### src/hw/usart_cmd_pkg.sv
package usart_cmd_pkg;

   localparam int DATA_W = 8;

   // Mode word fields used by the control path
   localparam int         MODE_BAUD_LSB  = 0;
   localparam logic [1:0] MODE_BAUD_SYNC = 2'h0;
   localparam int         MODE_SCS_BIT   = 7;

   // Command word fields
   localparam int CMD_TXEN_BIT = 0;
   localparam int CMD_DTR_BIT  = 1;
   localparam int CMD_RXEN_BIT = 2;
   localparam int CMD_SBRK_BIT = 3;
   localparam int CMD_ER_BIT   = 4;
   localparam int CMD_RTS_BIT  = 5;
   localparam int CMD_IR_BIT   = 6;
   localparam int CMD_EH_BIT   = 7;

   // Status byte fields
   localparam int STAT_TX_BUFFER_READY_BIT = 0;
   localparam int STAT_RXRDY_BIT = 1;
   localparam int STAT_TXE_BIT   = 2;
   localparam int STAT_PE_BIT    = 3;
   localparam int STAT_OE_BIT    = 4;
   localparam int STAT_FE_BIT    = 5;
   localparam int STAT_SYN_BIT   = 6;
   localparam int STAT_DSR_BIT   = 7;

   localparam logic [7:0] BYTE_RST = 8'h00;

   typedef enum logic [1:0] {
      PH_MODE,
      PH_SYNC1,
      PH_SYNC2,
      PH_CMD
   } phase_type;

   typedef struct packed {
      logic       cs_n;
      logic       rd_n;
      logic       wr_n;
      logic       cd;
      logic [7:0] data;
   } host_bus_type;

   typedef struct packed {
      phase_type  phase;
      logic [7:0] mode;
      logic [7:0] sync1;
      logic [7:0] sync2;
      logic [7:0] cmd;
      logic [7:0] tx_data;
      logic [7:0] status;
      logic [7:0] rdata;
      logic [7:0] wdata;
      logic       wr_act;
      logic       wr_cd;
      logic       rd_act;
      logic       rd_cd;
      logic       buf_empty;
      logic       pe;
      logic       oe;
      logic       fe;
      logic       tx_load;
      logic       rx_read;
      logic       stat_read;
      logic       hunt;
      logic       oe_n;
      logic       dtr_n;
      logic       rts_n;
      logic       tx_buffer_ready_pin;
      logic       rxrdy_pin;
      logic       txe_pin;
      logic       syn_pin;
   } state_type;

   localparam state_type STATE_RST = '{
      phase:     PH_MODE,
      buf_empty: 1'b1,
      oe_n:      1'b1,
      dtr_n:     1'b1,
      rts_n:     1'b1,
      default:   '0
   };

endpackage

### src/hw/usart_command_status_port.sv
`timescale 1ns/10ps

// Operation
// After mode word and sync characters, control writes load the command word.
// External or internal reset returns to expecting a mode word.
// Command word gives transmit enable, receive enable, error reset, modem outputs.
// Control reads return the status byte at any time.
// Status snapshot is frozen while a status read is in progress.
// Status bits follow their events within 28 clock periods.
// Status bits mirror output pins, except transmit buffer ready.
// Host leaves six clocks between writes during mode setup.
// Master reset bit in the command word triggers an internal reset.
// Error reset command clears parity, framing and overrun flags.
// Host writes transmit data only while transmit buffer ready is high.
// Host spaces writes eight clocks async, sixteen clocks sync.
// Data reads and writes reach receive and transmit buffers.
module usart_command_status_port #(
   parameter int DATA_W = usart_cmd_pkg::DATA_W
) (
   input  wire logic                        clk_sys_i,
   input  wire logic                        rst_n_i,
   input  wire usart_cmd_pkg::host_bus_type bus_i,
   input  wire logic [7:0]                  rx_data_i,
   input  wire logic                        rx_ready_i,
   input  wire logic                        tx_empty_i,
   input  wire logic                        tx_taken_i,
   input  wire logic                        parity_err_i,
   input  wire logic                        overrun_err_i,
   input  wire logic                        framing_err_i,
   input  wire logic                        sync_detect_i,
   input  wire logic                        dsr_n_i,
   input  wire logic                        cts_n_i,
   output logic [7:0]                       data_o,
   output logic                             data_oe_n_o,
   output logic [7:0]                       mode_word_o,
   output logic [7:0]                       sync1_o,
   output logic [7:0]                       sync2_o,
   output logic [7:0]                       tx_data_o,
   output logic                             tx_load_o,
   output logic                             rx_read_o,
   output logic                             status_read_o,
   output logic                             enter_hunt_o,
   output logic                             tx_enable_o,
   output logic                             rx_enable_o,
   output logic                             send_break_o,
   output logic                             dtr_n_o,
   output logic                             rts_n_o,
   output logic                             tx_buffer_ready_o,
   output logic                             rx_ready_o,
   output logic                             tx_empty_o,
   output logic                             sync_detect_o
);

   generate
      if (DATA_W != 8) begin : g_bad_width
         $error("usart_command_status_port serves an 8-bit host bus only");
      end
   endgenerate

   usart_cmd_pkg::state_type s_r;
   usart_cmd_pkg::state_type s_nxt;

   logic wr_now;
   logic rd_now;
   logic wr_end;
   logic rd_end;
   logic sync_mode;
   logic two_sync;

   ////////////////////////////////////////////////////////////////////////////////
   // Bus strobes: a write is committed at its trailing edge, when data is stable

   assign wr_now = ~bus_i.cs_n & ~bus_i.wr_n;
   assign rd_now = ~bus_i.cs_n & ~bus_i.rd_n;
   assign wr_end = s_r.wr_act & ~wr_now;
   assign rd_end = s_r.rd_act & ~rd_now;

   assign sync_mode = (s_r.mode[usart_cmd_pkg::MODE_BAUD_LSB +: 2] ==
                       usart_cmd_pkg::MODE_BAUD_SYNC);
   assign two_sync  = ~s_r.mode[usart_cmd_pkg::MODE_SCS_BIT];

   ////////////////////////////////////////////////////////////////////////////////
   // Next state

   always_comb begin
      s_nxt           = s_r;
      s_nxt.tx_load   = 1'b0;
      s_nxt.rx_read   = 1'b0;
      s_nxt.stat_read = 1'b0;
      s_nxt.hunt      = 1'b0;
      s_nxt.wr_act    = wr_now;
      s_nxt.rd_act    = rd_now;

      if (wr_now) begin
         s_nxt.wdata = bus_i.data;
         s_nxt.wr_cd = bus_i.cd;
      end

      // Error flags: clear first so that a same-cycle event still sets
      if (wr_end && s_r.wr_cd && s_r.phase == usart_cmd_pkg::PH_CMD &&
          s_r.wdata[usart_cmd_pkg::CMD_ER_BIT]) begin
         s_nxt.pe = 1'b0;
         s_nxt.oe = 1'b0;
         s_nxt.fe = 1'b0;
      end

      if (tx_taken_i) begin
         s_nxt.buf_empty = 1'b1;
      end

      if (wr_end && s_r.wr_cd) begin
         unique case (s_r.phase)
            usart_cmd_pkg::PH_MODE: begin
               s_nxt.mode = s_r.wdata;
               if (s_r.wdata[usart_cmd_pkg::MODE_BAUD_LSB +: 2] ==
                   usart_cmd_pkg::MODE_BAUD_SYNC) begin
                  s_nxt.phase = usart_cmd_pkg::PH_SYNC1;
               end else begin
                  s_nxt.phase = usart_cmd_pkg::PH_CMD;
               end
            end
            usart_cmd_pkg::PH_SYNC1: begin
               s_nxt.sync1 = s_r.wdata;
               s_nxt.phase = two_sync ? usart_cmd_pkg::PH_SYNC2 : usart_cmd_pkg::PH_CMD;
            end
            usart_cmd_pkg::PH_SYNC2: begin
               s_nxt.sync2 = s_r.wdata;
               s_nxt.phase = usart_cmd_pkg::PH_CMD;
            end
            usart_cmd_pkg::PH_CMD: begin
               if (s_r.wdata[usart_cmd_pkg::CMD_IR_BIT]) begin
                  // Internal reset clears the command word and error flags, not only the phase
                  s_nxt.phase = usart_cmd_pkg::PH_MODE;
                  s_nxt.cmd   = usart_cmd_pkg::BYTE_RST;
                  s_nxt.pe    = 1'b0;
                  s_nxt.oe    = 1'b0;
                  s_nxt.fe    = 1'b0;
               end else begin
                  s_nxt.cmd  = s_r.wdata;
                  s_nxt.hunt = s_r.wdata[usart_cmd_pkg::CMD_EH_BIT] & sync_mode;
               end
            end
         endcase
      end

      if (wr_end && !s_r.wr_cd) begin
         s_nxt.tx_data   = s_r.wdata;
         s_nxt.tx_load   = 1'b1;
         s_nxt.buf_empty = 1'b0;
      end

      if (parity_err_i) begin
         s_nxt.pe = 1'b1;
      end
      if (overrun_err_i) begin
         s_nxt.oe = 1'b1;
      end
      if (framing_err_i) begin
         s_nxt.fe = 1'b1;
      end

      s_nxt.dtr_n = ~s_nxt.cmd[usart_cmd_pkg::CMD_DTR_BIT];
      s_nxt.rts_n = ~s_nxt.cmd[usart_cmd_pkg::CMD_RTS_BIT];

      // Pins and status share sources; only the buffer-ready pin is gated
      s_nxt.rxrdy_pin = rx_ready_i;
      s_nxt.txe_pin   = tx_empty_i;
      s_nxt.syn_pin   = sync_detect_i;
      s_nxt.tx_buffer_ready_pin = s_nxt.buf_empty & ~cts_n_i &
                        s_nxt.cmd[usart_cmd_pkg::CMD_TXEN_BIT];

      // Snapshot tracks every idle cycle, so the lag stays far below 28 clocks
      if (!rd_now) begin
         s_nxt.status[usart_cmd_pkg::STAT_TX_BUFFER_READY_BIT] = s_nxt.buf_empty;
         s_nxt.status[usart_cmd_pkg::STAT_RXRDY_BIT] = rx_ready_i;
         s_nxt.status[usart_cmd_pkg::STAT_TXE_BIT]   = tx_empty_i;
         s_nxt.status[usart_cmd_pkg::STAT_PE_BIT]    = s_nxt.pe;
         s_nxt.status[usart_cmd_pkg::STAT_OE_BIT]    = s_nxt.oe;
         s_nxt.status[usart_cmd_pkg::STAT_FE_BIT]    = s_nxt.fe;
         s_nxt.status[usart_cmd_pkg::STAT_SYN_BIT]   = sync_detect_i;
         s_nxt.status[usart_cmd_pkg::STAT_DSR_BIT]   = ~dsr_n_i;
      end

      if (rd_now) begin
         s_nxt.rd_cd = bus_i.cd;
         s_nxt.rdata = bus_i.cd ? s_r.status : rx_data_i;
         s_nxt.oe_n  = 1'b0;
      end else begin
         s_nxt.oe_n  = 1'b1;
      end

      // Side effects fire once, when the read strobe ends
      if (rd_end) begin
         s_nxt.stat_read = s_r.rd_cd;
         s_nxt.rx_read   = ~s_r.rd_cd;
      end
   end

   ////////////////////////////////////////////////////////////////////////////////
   // State register

   always_ff @(posedge clk_sys_i) begin
      if (!rst_n_i) begin
         s_r <= usart_cmd_pkg::STATE_RST;
      end else begin
         s_r <= s_nxt;
      end
   end

   ////////////////////////////////////////////////////////////////////////////////
   // Outputs

   assign data_o            = s_r.rdata;
   assign data_oe_n_o       = s_r.oe_n;
   assign mode_word_o       = s_r.mode;
   assign sync1_o           = s_r.sync1;
   assign sync2_o           = s_r.sync2;
   assign tx_data_o         = s_r.tx_data;
   assign tx_load_o         = s_r.tx_load;
   assign rx_read_o         = s_r.rx_read;
   assign status_read_o     = s_r.stat_read;
   assign enter_hunt_o      = s_r.hunt;
   assign tx_enable_o       = s_r.cmd[usart_cmd_pkg::CMD_TXEN_BIT];
   assign rx_enable_o       = s_r.cmd[usart_cmd_pkg::CMD_RXEN_BIT];
   assign send_break_o      = s_r.cmd[usart_cmd_pkg::CMD_SBRK_BIT];
   assign dtr_n_o           = s_r.dtr_n;
   assign rts_n_o           = s_r.rts_n;
   assign tx_buffer_ready_o = s_r.tx_buffer_ready_pin;
   assign rx_ready_o        = s_r.rxrdy_pin;
   assign tx_empty_o        = s_r.txe_pin;
   assign sync_detect_o     = s_r.syn_pin;

endmodule

### config.mk
export PLATFORM = sky130hd
export DESIGN_NAME = usart_command_status_port
export DESIGN_NICKNAME = d
export VERILOG_FILES = /design/src/hw/usart_cmd_pkg.sv /design/src/hw/usart_command_status_port.sv
export SDC_FILE = /design/constraint.sdc
export NUM_CORES = 1
export LEC_CHECK = 0
export BUFFER_PORTS_ARGS = -buffer_cell sky130_fd_sc_hd__buf_2
export CORE_ASPECT_RATIO = 2
export CORE_MARGIN = 2
export CORE_UTILIZATION = 48
export DETAILED_ROUTE_END_ITERATION = 10
export PLACE_DENSITY = 0.76
export SYNTH_ARGS = -nofsm -noshare
export SYNTH_HDL_FRONTEND = slang
export SYNTH_SLANG_ARGS = --single-unit
### constraint.sdc
create_clock -name clk_sys_i -period 3.43 [get_ports clk_sys_i]
set_input_delay 0.8575 -clock clk_sys_i [delete_from_list [all_inputs] [get_ports clk_sys_i]]
set_output_delay 0.8575 -clock clk_sys_i [all_outputs]
set_load 0.03 [all_outputs]
==> results of run 1 <==
## cell type report
| cell class | instances | area, µm² |
|---|---|---|
| multi-input combinational | 192 | 1290 |
| sequential | 82 | 1640 |
| clock inverter | 2 | 12.5 |
| fill | 617 | 3060 |
| inverter | 5 | 18.8 |
| clock buffer | 13 | 260 |
| timing repair buffer | 85 | 428 |
| tap | 90 | 113 |
| antenna | 1 | 2.50 |
## routing by layer
layer / vias to the layer above / track usage / share of wire / wire (µm)
met2: 81 / 0.284 / 0.49 / 3210
met5: - / 0 / 0 / 0
met3: 11 / 0.0536 / 0.059 / 389
li1: 1177 / - / - / -
met1: 1044 / 0.221 / 0.43 / 2850
met4: 0 / 0.0764 / 0.023 / 150
## report_power, final
| part | switching, mW | internal (mW) | total, mW |
|---|---|---|---|
| Combinational | 0.0724 | 0.0433 | 0.116 |
| Sequential | 0.0250 | 0.980 | 1.00 |
| Clock | 0.342 | 0.524 | 0.866 |
| Total | 0.439 | 1.55 | 1.99 |
## per-stage QoR
stage | total power [mW] | area, µm² | hold slack, ns
2_1_floorplan | 1.11 | 3350 | 0.403
3_3_place_gp | 1.14 | 3490 | 0.415
3_5_place_dp | 1.14 | 3490 | 0.415
4_1_cts | 2.01 | 3770 | 0.422
5_1_grt | 2.07 | 3770 | 0.470
6_report | 1.99 | 3770 | 0.420
## tightest hold or removal path: cells and delay by family (launching register included)
family,cells,cell delay (ns)
flops,1,0.30
simple gates,2,0.08
## registers in the layout (all words and copies together), names as in the netlist, 8 cells and up
signal       flops
data_o           8
s_r             28
tx_data_o        8
sync1_o          8
sync2_o          8
mode_word_o      8
## cells by family after synthesis
kind of cell               Yosys count  synth area share
AOI/OAI and AO/OA                   59             0.140
adders and majority gates            5            0.0187
buffers and inverters               60             0.124
DFF                                 82             0.490
muxes                               35             0.105
and+or+nand+nor                     93             0.122
## how the worst max path moves through the flow
stage / depth (start not counted) / end / slack, ns / start
floorplan: 5 / send_break_o$_SDFFE_PN0N_ / 1.62 / bus_i[9]
global placement: 4 / tx_buffer_ready_o$_SDFF_PN0_ / 1.20 / bus_i[11]
detailed placement: 4 / tx_buffer_ready_o$_SDFF_PN0_ / 1.16 / bus_i[11]
CTS: 4 / tx_buffer_ready_o$_SDFF_PN0_ / 1.50 / bus_i[11]
global route: 4 / tx_buffer_ready_o$_SDFF_PN0_ / 1.38 / bus_i[11]
finish: 4 / tx_buffer_ready_o$_SDFF_PN0_ / 1.49 / bus_i[11]
## layout by cell type (no fill, tap or decap), types with 2 or more instances in the layout
master and count:
o2111ai_4 3, dfxtp_1 82, a22o_1 12, ha_1 5, buf_2 84, o2bb2ai_1 2, and2_1 5, a21oi_1 12
clkbuf_8 2, clkbuf_16 9, o22ai_1 4, mux2i_1 35, clkbuf_1 2, o21ai_0 15, nor2_1 33, or3b_2 2
nor3b_1 2, o21a_1 4, inv_1 4, nand2_1 41
==> results.cfg, run 1 <==
[outcome]
status = finished clean

[worst_setup_path]
start_kind = primary input
critical-path-max-stage-delay_ns = 0.54
ff2ff_path_depth = 3
worstSetupPathType = in2reg
worstReg2RegEnd = tx_buffer_ready_o$_SDFF_PN0_
required_ns = 3.68
end_kind = flip-flop
arrival_ns = 2.19
path_max_fanout = 12
critPathBufInv = 1
critical_path.cell_chain = buf_2 -> o2111ai_2 -> or4_1 -> a211oi_2
cp_slowest_cell = or4_1
r2r_start = s_r[17]$_SDFFE_PN0P_
cp_top_family = simple AND/OR/NAND/NOR gates
reg2reg_slack_ns = 1.55

[place]
dp.cells = 454
numPortBuffers = 84
dp_slack_ns = 1.16
routabilityCongestion = 0.765
hpwl_um = 4570

[yosys]
synth_top_area_frac = 0.490
syn-cell-area_um2 = 3350
ys_warn_count = 0
synth.most_common_cell = dfxtp_1
avgSynthCellArea_um2 = 10.0
async_flop_share = 0
synth_edf_count = 0
yosysTopAreaCell = dfxtp_1
ys_types = 38
synth_common_cells = 82 x dfxtp_1, 41 x nand2_1, 40 x buf_4
synthTopCellsByArea = dfxtp_1 49%, mux2i_1 10%, buf_4 9.0%
synthFlopType = dfxtp_1
syn_nets = 370
netlist_instances = 334
ys_seq_area_frac = 0.490
ys_seq_elements = 82

[pwr]
max-vdd-ir-drop_uv = 365
powerDensity_nw_per_um2 = 527
p_leak_nw = 1.82

[clocking]
clkTransAtPathRegs_ns = 0.06
post_cts_buffers = 0
cts_buffers = 9
cts_buffer_depth = 2
clockRootBuffer = clkbuf_16
hold_buffers = 0
clock_latency_ns = 0.32
htreeDepth = 3
cts_tree = done
cts_resized = 0
clock-sinks = 82

[die]
start_util = 0.490
fp.dieW_um = 63.1
dieArea_um2 = 7710
die_h_um = 122
std_cell_rows = 43
ioPinCount = 85
fp.coreArea_um2 = 6830

[sta]
finalWorstSetupSlack_ns = 1.49
setup_tns_ns = 0
fmax_mhz = 516
drv_slew = 0
min_period_ns = 1.94
worst_clock_skew_ns = 0.00438
worstMarginPinSlew_ns = 0.582
final-hold-violation-count = 0
grt_setup_unrepaired = false
setup-violations-final = 0
maxSlewHeadroom = 0.610
period_share = 0.565

[routing]
vias = 2313
viasPerCell = 4.92
wl_um = 6600
antenna_left = 0
drtIter0Drc = 130
first_pass_iters = 4
wire_per_inst_um = 14.0
drc = 0

[final_layout]
nets = 411
post-route-util = 0.552
area_growth_pct = 12.5
drive_gt1_frac = 0.293
layout.cells.non_filler = 470

[worst_hold_path]
holdPathStages = 2
hold_end = rx_read_o$_SDFF_PN0_
min_from = s_r[16]$_SDFF_PN0_
hp-class = reg2reg

[grt]
antenna_found_initial = 1
grt_start_max_net_pins = 43
grt_pass1_wl_um = 10600
track_usage = 0.178
grt_pass1_vias = 2203
overflow = 0

[job]
drv_cap = 0
No activity file was read; power rests on OpenSTA's default activity.
==> inputs of run 2 (changes only) <==
--- a/config.mk
+++ b/config.mk
@@ -5,6 +5,7 @@
 export SDC_FILE = /design/constraint.sdc
 export NUM_CORES = 1
 export LEC_CHECK = 0
+export ABC_AREA = 1
 export BUFFER_PORTS_ARGS = -buffer_cell sky130_fd_sc_hd__buf_2
 export CORE_ASPECT_RATIO = 2
 export CORE_MARGIN = 2
==> constraint.sdc (replaced) <==
create_clock -name clk_sys_i -period 2 [get_ports clk_sys_i]
set_input_delay 0.5 -clock clk_sys_i [delete_from_list [all_inputs] [get_ports clk_sys_i]]
set_output_delay 0.5 -clock clk_sys_i [all_outputs]
set_load 0.03 [all_outputs]
==> results.cfg, run 2 <==
[outcome]
status = finished clean

[clocking]
cts_tree = done
cts_buffers = 9
hold_buffers = 0
clockRootBuffer = clkbuf_16
cts_buffer_depth = 2
clock-sinks = 82
post_cts_buffers = 0
clkTransAtPathRegs_ns = 0.06
clock_latency_ns = 0.33
cts_resized = 0
htreeDepth = 3

[yosys]
ys_warn_count = 0
ys_seq_elements = 82
synth_top_area_frac = 0.498
syn-cell-area_um2 = 3300
async_flop_share = 0
syn_nets = 439
yosysTopAreaCell = dfxtp_1
synth_edf_count = 0
synthTopCellsByArea = dfxtp_1 50%, nand2_1 9.3%, buf_4 9.1%
synthFlopType = dfxtp_1
netlist_instances = 403
ys_types = 27
avgSynthCellArea_um2 = 8.18
synth_common_cells = 82 x dfxtp_1, 82 x nand2_1, 40 x buf_4
ys_seq_area_frac = 0.498

[grt]
grt_start_max_net_pins = 31
grt_pass1_vias = 2638
met3_usage = 0.0501
grt_pass1_wl_um = 12300
gr-max-usage-layer = met2
track_usage = 0.212
met1_usage = 0.209
use_met2 = 0.392
antenna_found_initial = 0
overflow = 0

[routing]
antenna_left = 0
wl_um = 7510
viasPerCell = 4.95
vias = 2697
wire_per_inst_um = 13.8
first_pass_iters = 4
drtIter0Drc = 156
drc = 0

[final_layout]
antenna_cells = 0
final_common_cell = buf_2
mostFrequentLayoutCells = 84 x buf_2, 82 x nand2_1, 82 x dfxtp_1, 36 x nand3_1, 35 x a21oi_1
post-route-util = 0.576
area_growth_pct = 15.7
nets = 488
top_register = s_r
drive_gt1_frac = 0.252
fillCellCount = 667
largest_reg_flops = 28

[worst_setup_path]
worstReg2RegEnd = mode_word_o[1]$_SDFFE_PN0P_
ff2ff_path_depth = 5
required_ns = 2.21
path_max_fanout = 18
startpoint = s_r[18]$_SDFF_PN0_
worstSetupPathType = reg2reg
reg2reg_slack_ns = 0.32
arrival_ns = 1.89
start_kind = flip-flop
r2r_start = s_r[18]$_SDFF_PN0_
end_kind = flip-flop

[job]
drv_cap = 0

[place]
hpwl_um = 5630
dp_slack_ns = -0.187
routabilityCongestion = 0.858
numPortBuffers = 84

[sta]
fmax_mhz = 596
setup-violations-final = 0
worstMarginPinSlew_ns = 0.928
setup_tns_ns = 0
grt_setup_unrepaired = false
final-hold-violation-count = 0
maxSlewHeadroom = 0.379
drv_slew = 0
min_period_ns = 1.68
finalWorstSetupSlack_ns = 0.323
worst_clock_skew_ns = 0.00569
period_share = 0.838

[die]
die_h_um = 121
std_cell_rows = 42
start_util = 0.498
fp.dieW_um = 62.6
dieArea_um2 = 7580
fp.coreArea_um2 = 6620
ioPinCount = 85

[pwr]
combPwrFrac = 0.062
power_frac_clock = 0.456
intPower_mw = 2.79
swShare = 0.218
powerDensity_nw_per_um2 = 937
p_leak_nw = 1.77
seq_power_share = 0.482
max-vdd-ir-drop_uv = 641
p_sw_uw = 779

[worst_hold_path]
hp-class = in2reg
min_from = cts_n_i
holdPathStages = 2
hold_end = tx_buffer_ready_o$_SDFF_PN0_
[run 2: power groups by stage]
stage | Sequential (mW) | Clock, mW | Combinational (mW)
floorplan | 1.75 | 0 | 0.145
detailed placement | 1.76 | 0 | 0.222
finish | 1.72 | 1.63 | 0.221
global route | 1.73 | 1.71 | 0.244
global placement | 1.76 | 0 | 0.218
CTS | 1.72 | 1.65 | 0.223
[run 2: worst max path at each step]
| stage | endpoint | slack (ns) | cells past startpoint |
|---|---|---|---|
| finish | mode_word_o[1]$_SDFFE_PN0P_ | 0.32 | 5 |
| global route | s_r[56]$_SDFF_PN0_ | 0.18 | 7 |
| CTS | mode_word_o[1]$_SDFFE_PN0P_ | 0.04 | 5 |
| detailed placement | mode_word_o[1]$_SDFFE_PN0P_ | -0.19 | 6 |
| global placement | s_r[52]$_SDFF_PN0_ | -0.09 | 8 |
| floorplan | dtr_n_o$_SDFF_PN1_ | 0.69 | 6 |
[run 2: final cells by class]
| type | instances | area [µm²] | share of cell area |
|---|---|---|---|
| sequential | 82 | 1640 | 0.431 |
| multi-input combinational | 236 | 1150 | 0.303 |
| timing repair buffer | 95 | 503 | 0.132 |
| clock buffer | 14 | 264 | 0.0692 |
| tap | 88 | 110 | 0.0289 |
| inverter | 28 | 105 | 0.0276 |
| clock inverter | 2 | 35.0 | 0.00919 |
[run 2: critical path, cell delays in order (launching register included)]
cell and delay (ns):
dfxtp_1 0.34, inv_2 0.05, nor3_4 0.52, nand2_2 0.27
o21ai_0 0.29, a21oi_1 0.07
[run 2: kinds of logic (layout without fill, tap and decap cells)]
family | Yosys count | in the layout | share of synthesized area
fa+ha+maj | 5 | 5 | 0.0190
simple gates | 161 | 161 | 0.212
flops | 82 | 82 | 0.498
compound gates | 69 | 69 | 0.114
buf+inv | 85 | 139 | 0.154
mux | 1 | 1 | 0.00304
[run 2: through the flow]
stage / cells / power, mW / hold WS (ns) / instance area, µm²
detailed placement: 529 / 1.98 / 0.430 / 3510
floorplan: 403 / 1.90 / 0.399 / 3300
global placement: 529 / 1.97 / 0.419 / 3510
CTS: 545 / 3.59 / 0.327 / 3810
global route: 545 / 3.69 / 0.333 / 3810
finish: 545 / 3.57 / 0.336 / 3810
[run 2: metal layers]
metal | part of all wire | vias up
li1 | - | 1370
met1 | 0.37 | 1223
met2 | 0.54 | 81
met3 | 0.055 | 23
met4 | 0.038 | 0
met5 | 0 | -
==> inputs of run 3 (changes only) <==
--- a/config.mk
+++ b/config.mk
@@ -5,7 +5,7 @@
 export SDC_FILE = /design/constraint.sdc
 export NUM_CORES = 1
 export LEC_CHECK = 0
-export ABC_AREA = 1
+export ABC_AREA = 0
 export BUFFER_PORTS_ARGS = -buffer_cell sky130_fd_sc_hd__buf_2
 export CORE_ASPECT_RATIO = 2
 export CORE_MARGIN = 2
==> constraint.sdc (replaced) <==
create_clock -name clk_sys_i -period 1.7 [get_ports clk_sys_i]
set_input_delay 0.425 -clock clk_sys_i [delete_from_list [all_inputs] [get_ports clk_sys_i]]
set_output_delay 0.425 -clock clk_sys_i [all_outputs]
set_load 0.03 [all_outputs]
==> results.cfg, run 3 (synthesized netlist as in run 1, its figures left out) <==
[outcome]
status = finished clean

[final_layout]
post-route-util = 0.575
top_register = s_r
design_area_um2 = 3930
area_growth_pct = 17.3
nets = 426
largest_reg_flops = 28
drive_gt1_frac = 0.327
mostFrequentLayoutCells = 84 x buf_2, 82 x dfxtp_1, 41 x nand2_1, 35 x mux2i_1, 33 x nor2_1
antenna_cells = 0
final_common_cell = buf_2

[place]
routabilityCongestion = 0.835
dp_slack_ns = 0.129
placed_area_um2 = 3630
hpwl_um = 4820
numPortBuffers = 84

[clocking]
htreeDepth = 3
clock_latency_ns = 0.34
hold_buffers = 0
clockRootBuffer = clkbuf_16
cts_buffer_depth = 2
cts_buffers = 9
cts_tree = done
cts_resized = 0
clock-sinks = 82
clkTransAtPathRegs_ns = 0.06
post_cts_buffers = 0

[pwr]
powerDensity_nw_per_um2 = 1060
max-vdd-ir-drop_uv = 788
p_leak_nw = 1.92

[worst_setup_path]
required_ns = 1.95
critical-path-max-stage-delay_ns = 0.51
ff2ff_path_depth = 4
critPathBufInv = 0
worstSetupPathType = reg2reg
path_max_fanout = 7
critical_path.cell_chain = ha_1 -> o2111ai_2 -> or4_1 -> a211oi_2
arrival_ns = 1.82
cp_top_family = simple AND/OR/NAND/NOR gates
cp_slowest_cell = or4_1
reg2reg_slack_ns = 0.13
start_kind = flip-flop
worstReg2RegEnd = tx_buffer_ready_o$_SDFF_PN0_
startpoint = s_r[83]$_SDFFE_PN0P_
r2r_start = s_r[83]$_SDFFE_PN0P_
end_kind = flip-flop

[die]
ioPinCount = 85
fp.dieW_um = 63.1
start_util = 0.490
std_cell_rows = 43
dieArea_um2 = 7710
die_h_um = 122
fp.coreArea_um2 = 6830

[sta]
final-hold-violation-count = 0
maxSlewHeadroom = 0.625
period_share = 0.922
worst_clock_skew_ns = 0.00494
setup-violations-final = 0
drv_slew = 0
worstMarginPinSlew_ns = 0.559
fmax_mhz = 638
min_period_ns = 1.57
grt_setup_unrepaired = false
setup_tns_ns = 0
finalWorstSetupSlack_ns = 0.133
hold-worst-slack_ns = 0.274

[grt]
track_usage = 0.184
overflow = 0
grt_pass1_vias = 2281
grt_pass1_wl_um = 10900
grt_start_max_net_pins = 43
antenna_found_initial = 0

[routing]
vias = 2423
wl_um = 6870
drc = 0
antenna_left = 0
first_pass_iters = 4
wire_per_inst_um = 14.2
viasPerCell = 5.00
drtIter0Drc = 136

[worst_hold_path]
min_from = cts_n_i
holdPathStages = 2
hold_end = tx_buffer_ready_o$_SDFF_PN0_
hp-class = in2reg

[job]
drv_cap = 0
run 3: cell count changes in the layout (fill, tap and decap cells not counted), sizes merged, moves of 5 or more:
cell,change
mux2i,+34
nand3,-36
a21oi,-23
buf,+5
inv,-21
o31ai,-7
o21ai,-7
nand2,-42
a22o,+9
and2,+5
run 3: final cells by class:
type | instances | area (µm²)
flip-flops and latches | 82 | 1640
fillers | 635 | 2900
clock buffers | 13 | 280
repair buffers | 100 | 566
multi-input cells | 192 | 1290
well taps | 90 | 113
inverters | 5 | 18.8
clock inverters | 3 | 18.8
run 3: report_power, final:
| group | leakage (nW) | internal, mW | switching [mW] |
|---|---|---|---|
| Clock | 0.152 | 1.15 | 0.740 |
| Combinational | 1.10 | 0.112 | 0.166 |
| Sequential | 0.668 | 1.98 | 0.0354 |
run 3: routing by layer:
layer  up-vias  global-route usage  routed length (µm)
met1      1137               0.224                3020
met4         0              0.0750                 111
li1       1205                   -                   -
met3         9              0.0508                 373
met5         -                   0                   0
met2        72               0.305                3360
run 3: worst max-delay path by stage:
stage,to,slack [ns],cells after the start
floorplan,send_break_o$_SDFFE_PN0N_,0.32,5
global placement,dtr_n_o$_SDFF_PN1_,0.13,5
detailed placement,sync1_o[0]$_SDFFE_PN0P_,0.13,5
CTS,tx_buffer_ready_o$_SDFF_PN0_,0.15,4
global route,tx_buffer_ready_o$_SDFF_PN0_,0.03,4
finish,tx_buffer_ready_o$_SDFF_PN0_,0.13,4
run 3: through the flow:
step	cells	power (mW)
4_1_cts	485	4.21
5_1_grt	485	4.31
3_5_place_dp	469	2.33
3_3_place_gp	469	2.33
6_report	485	4.18
2_1_floorplan	334	2.23
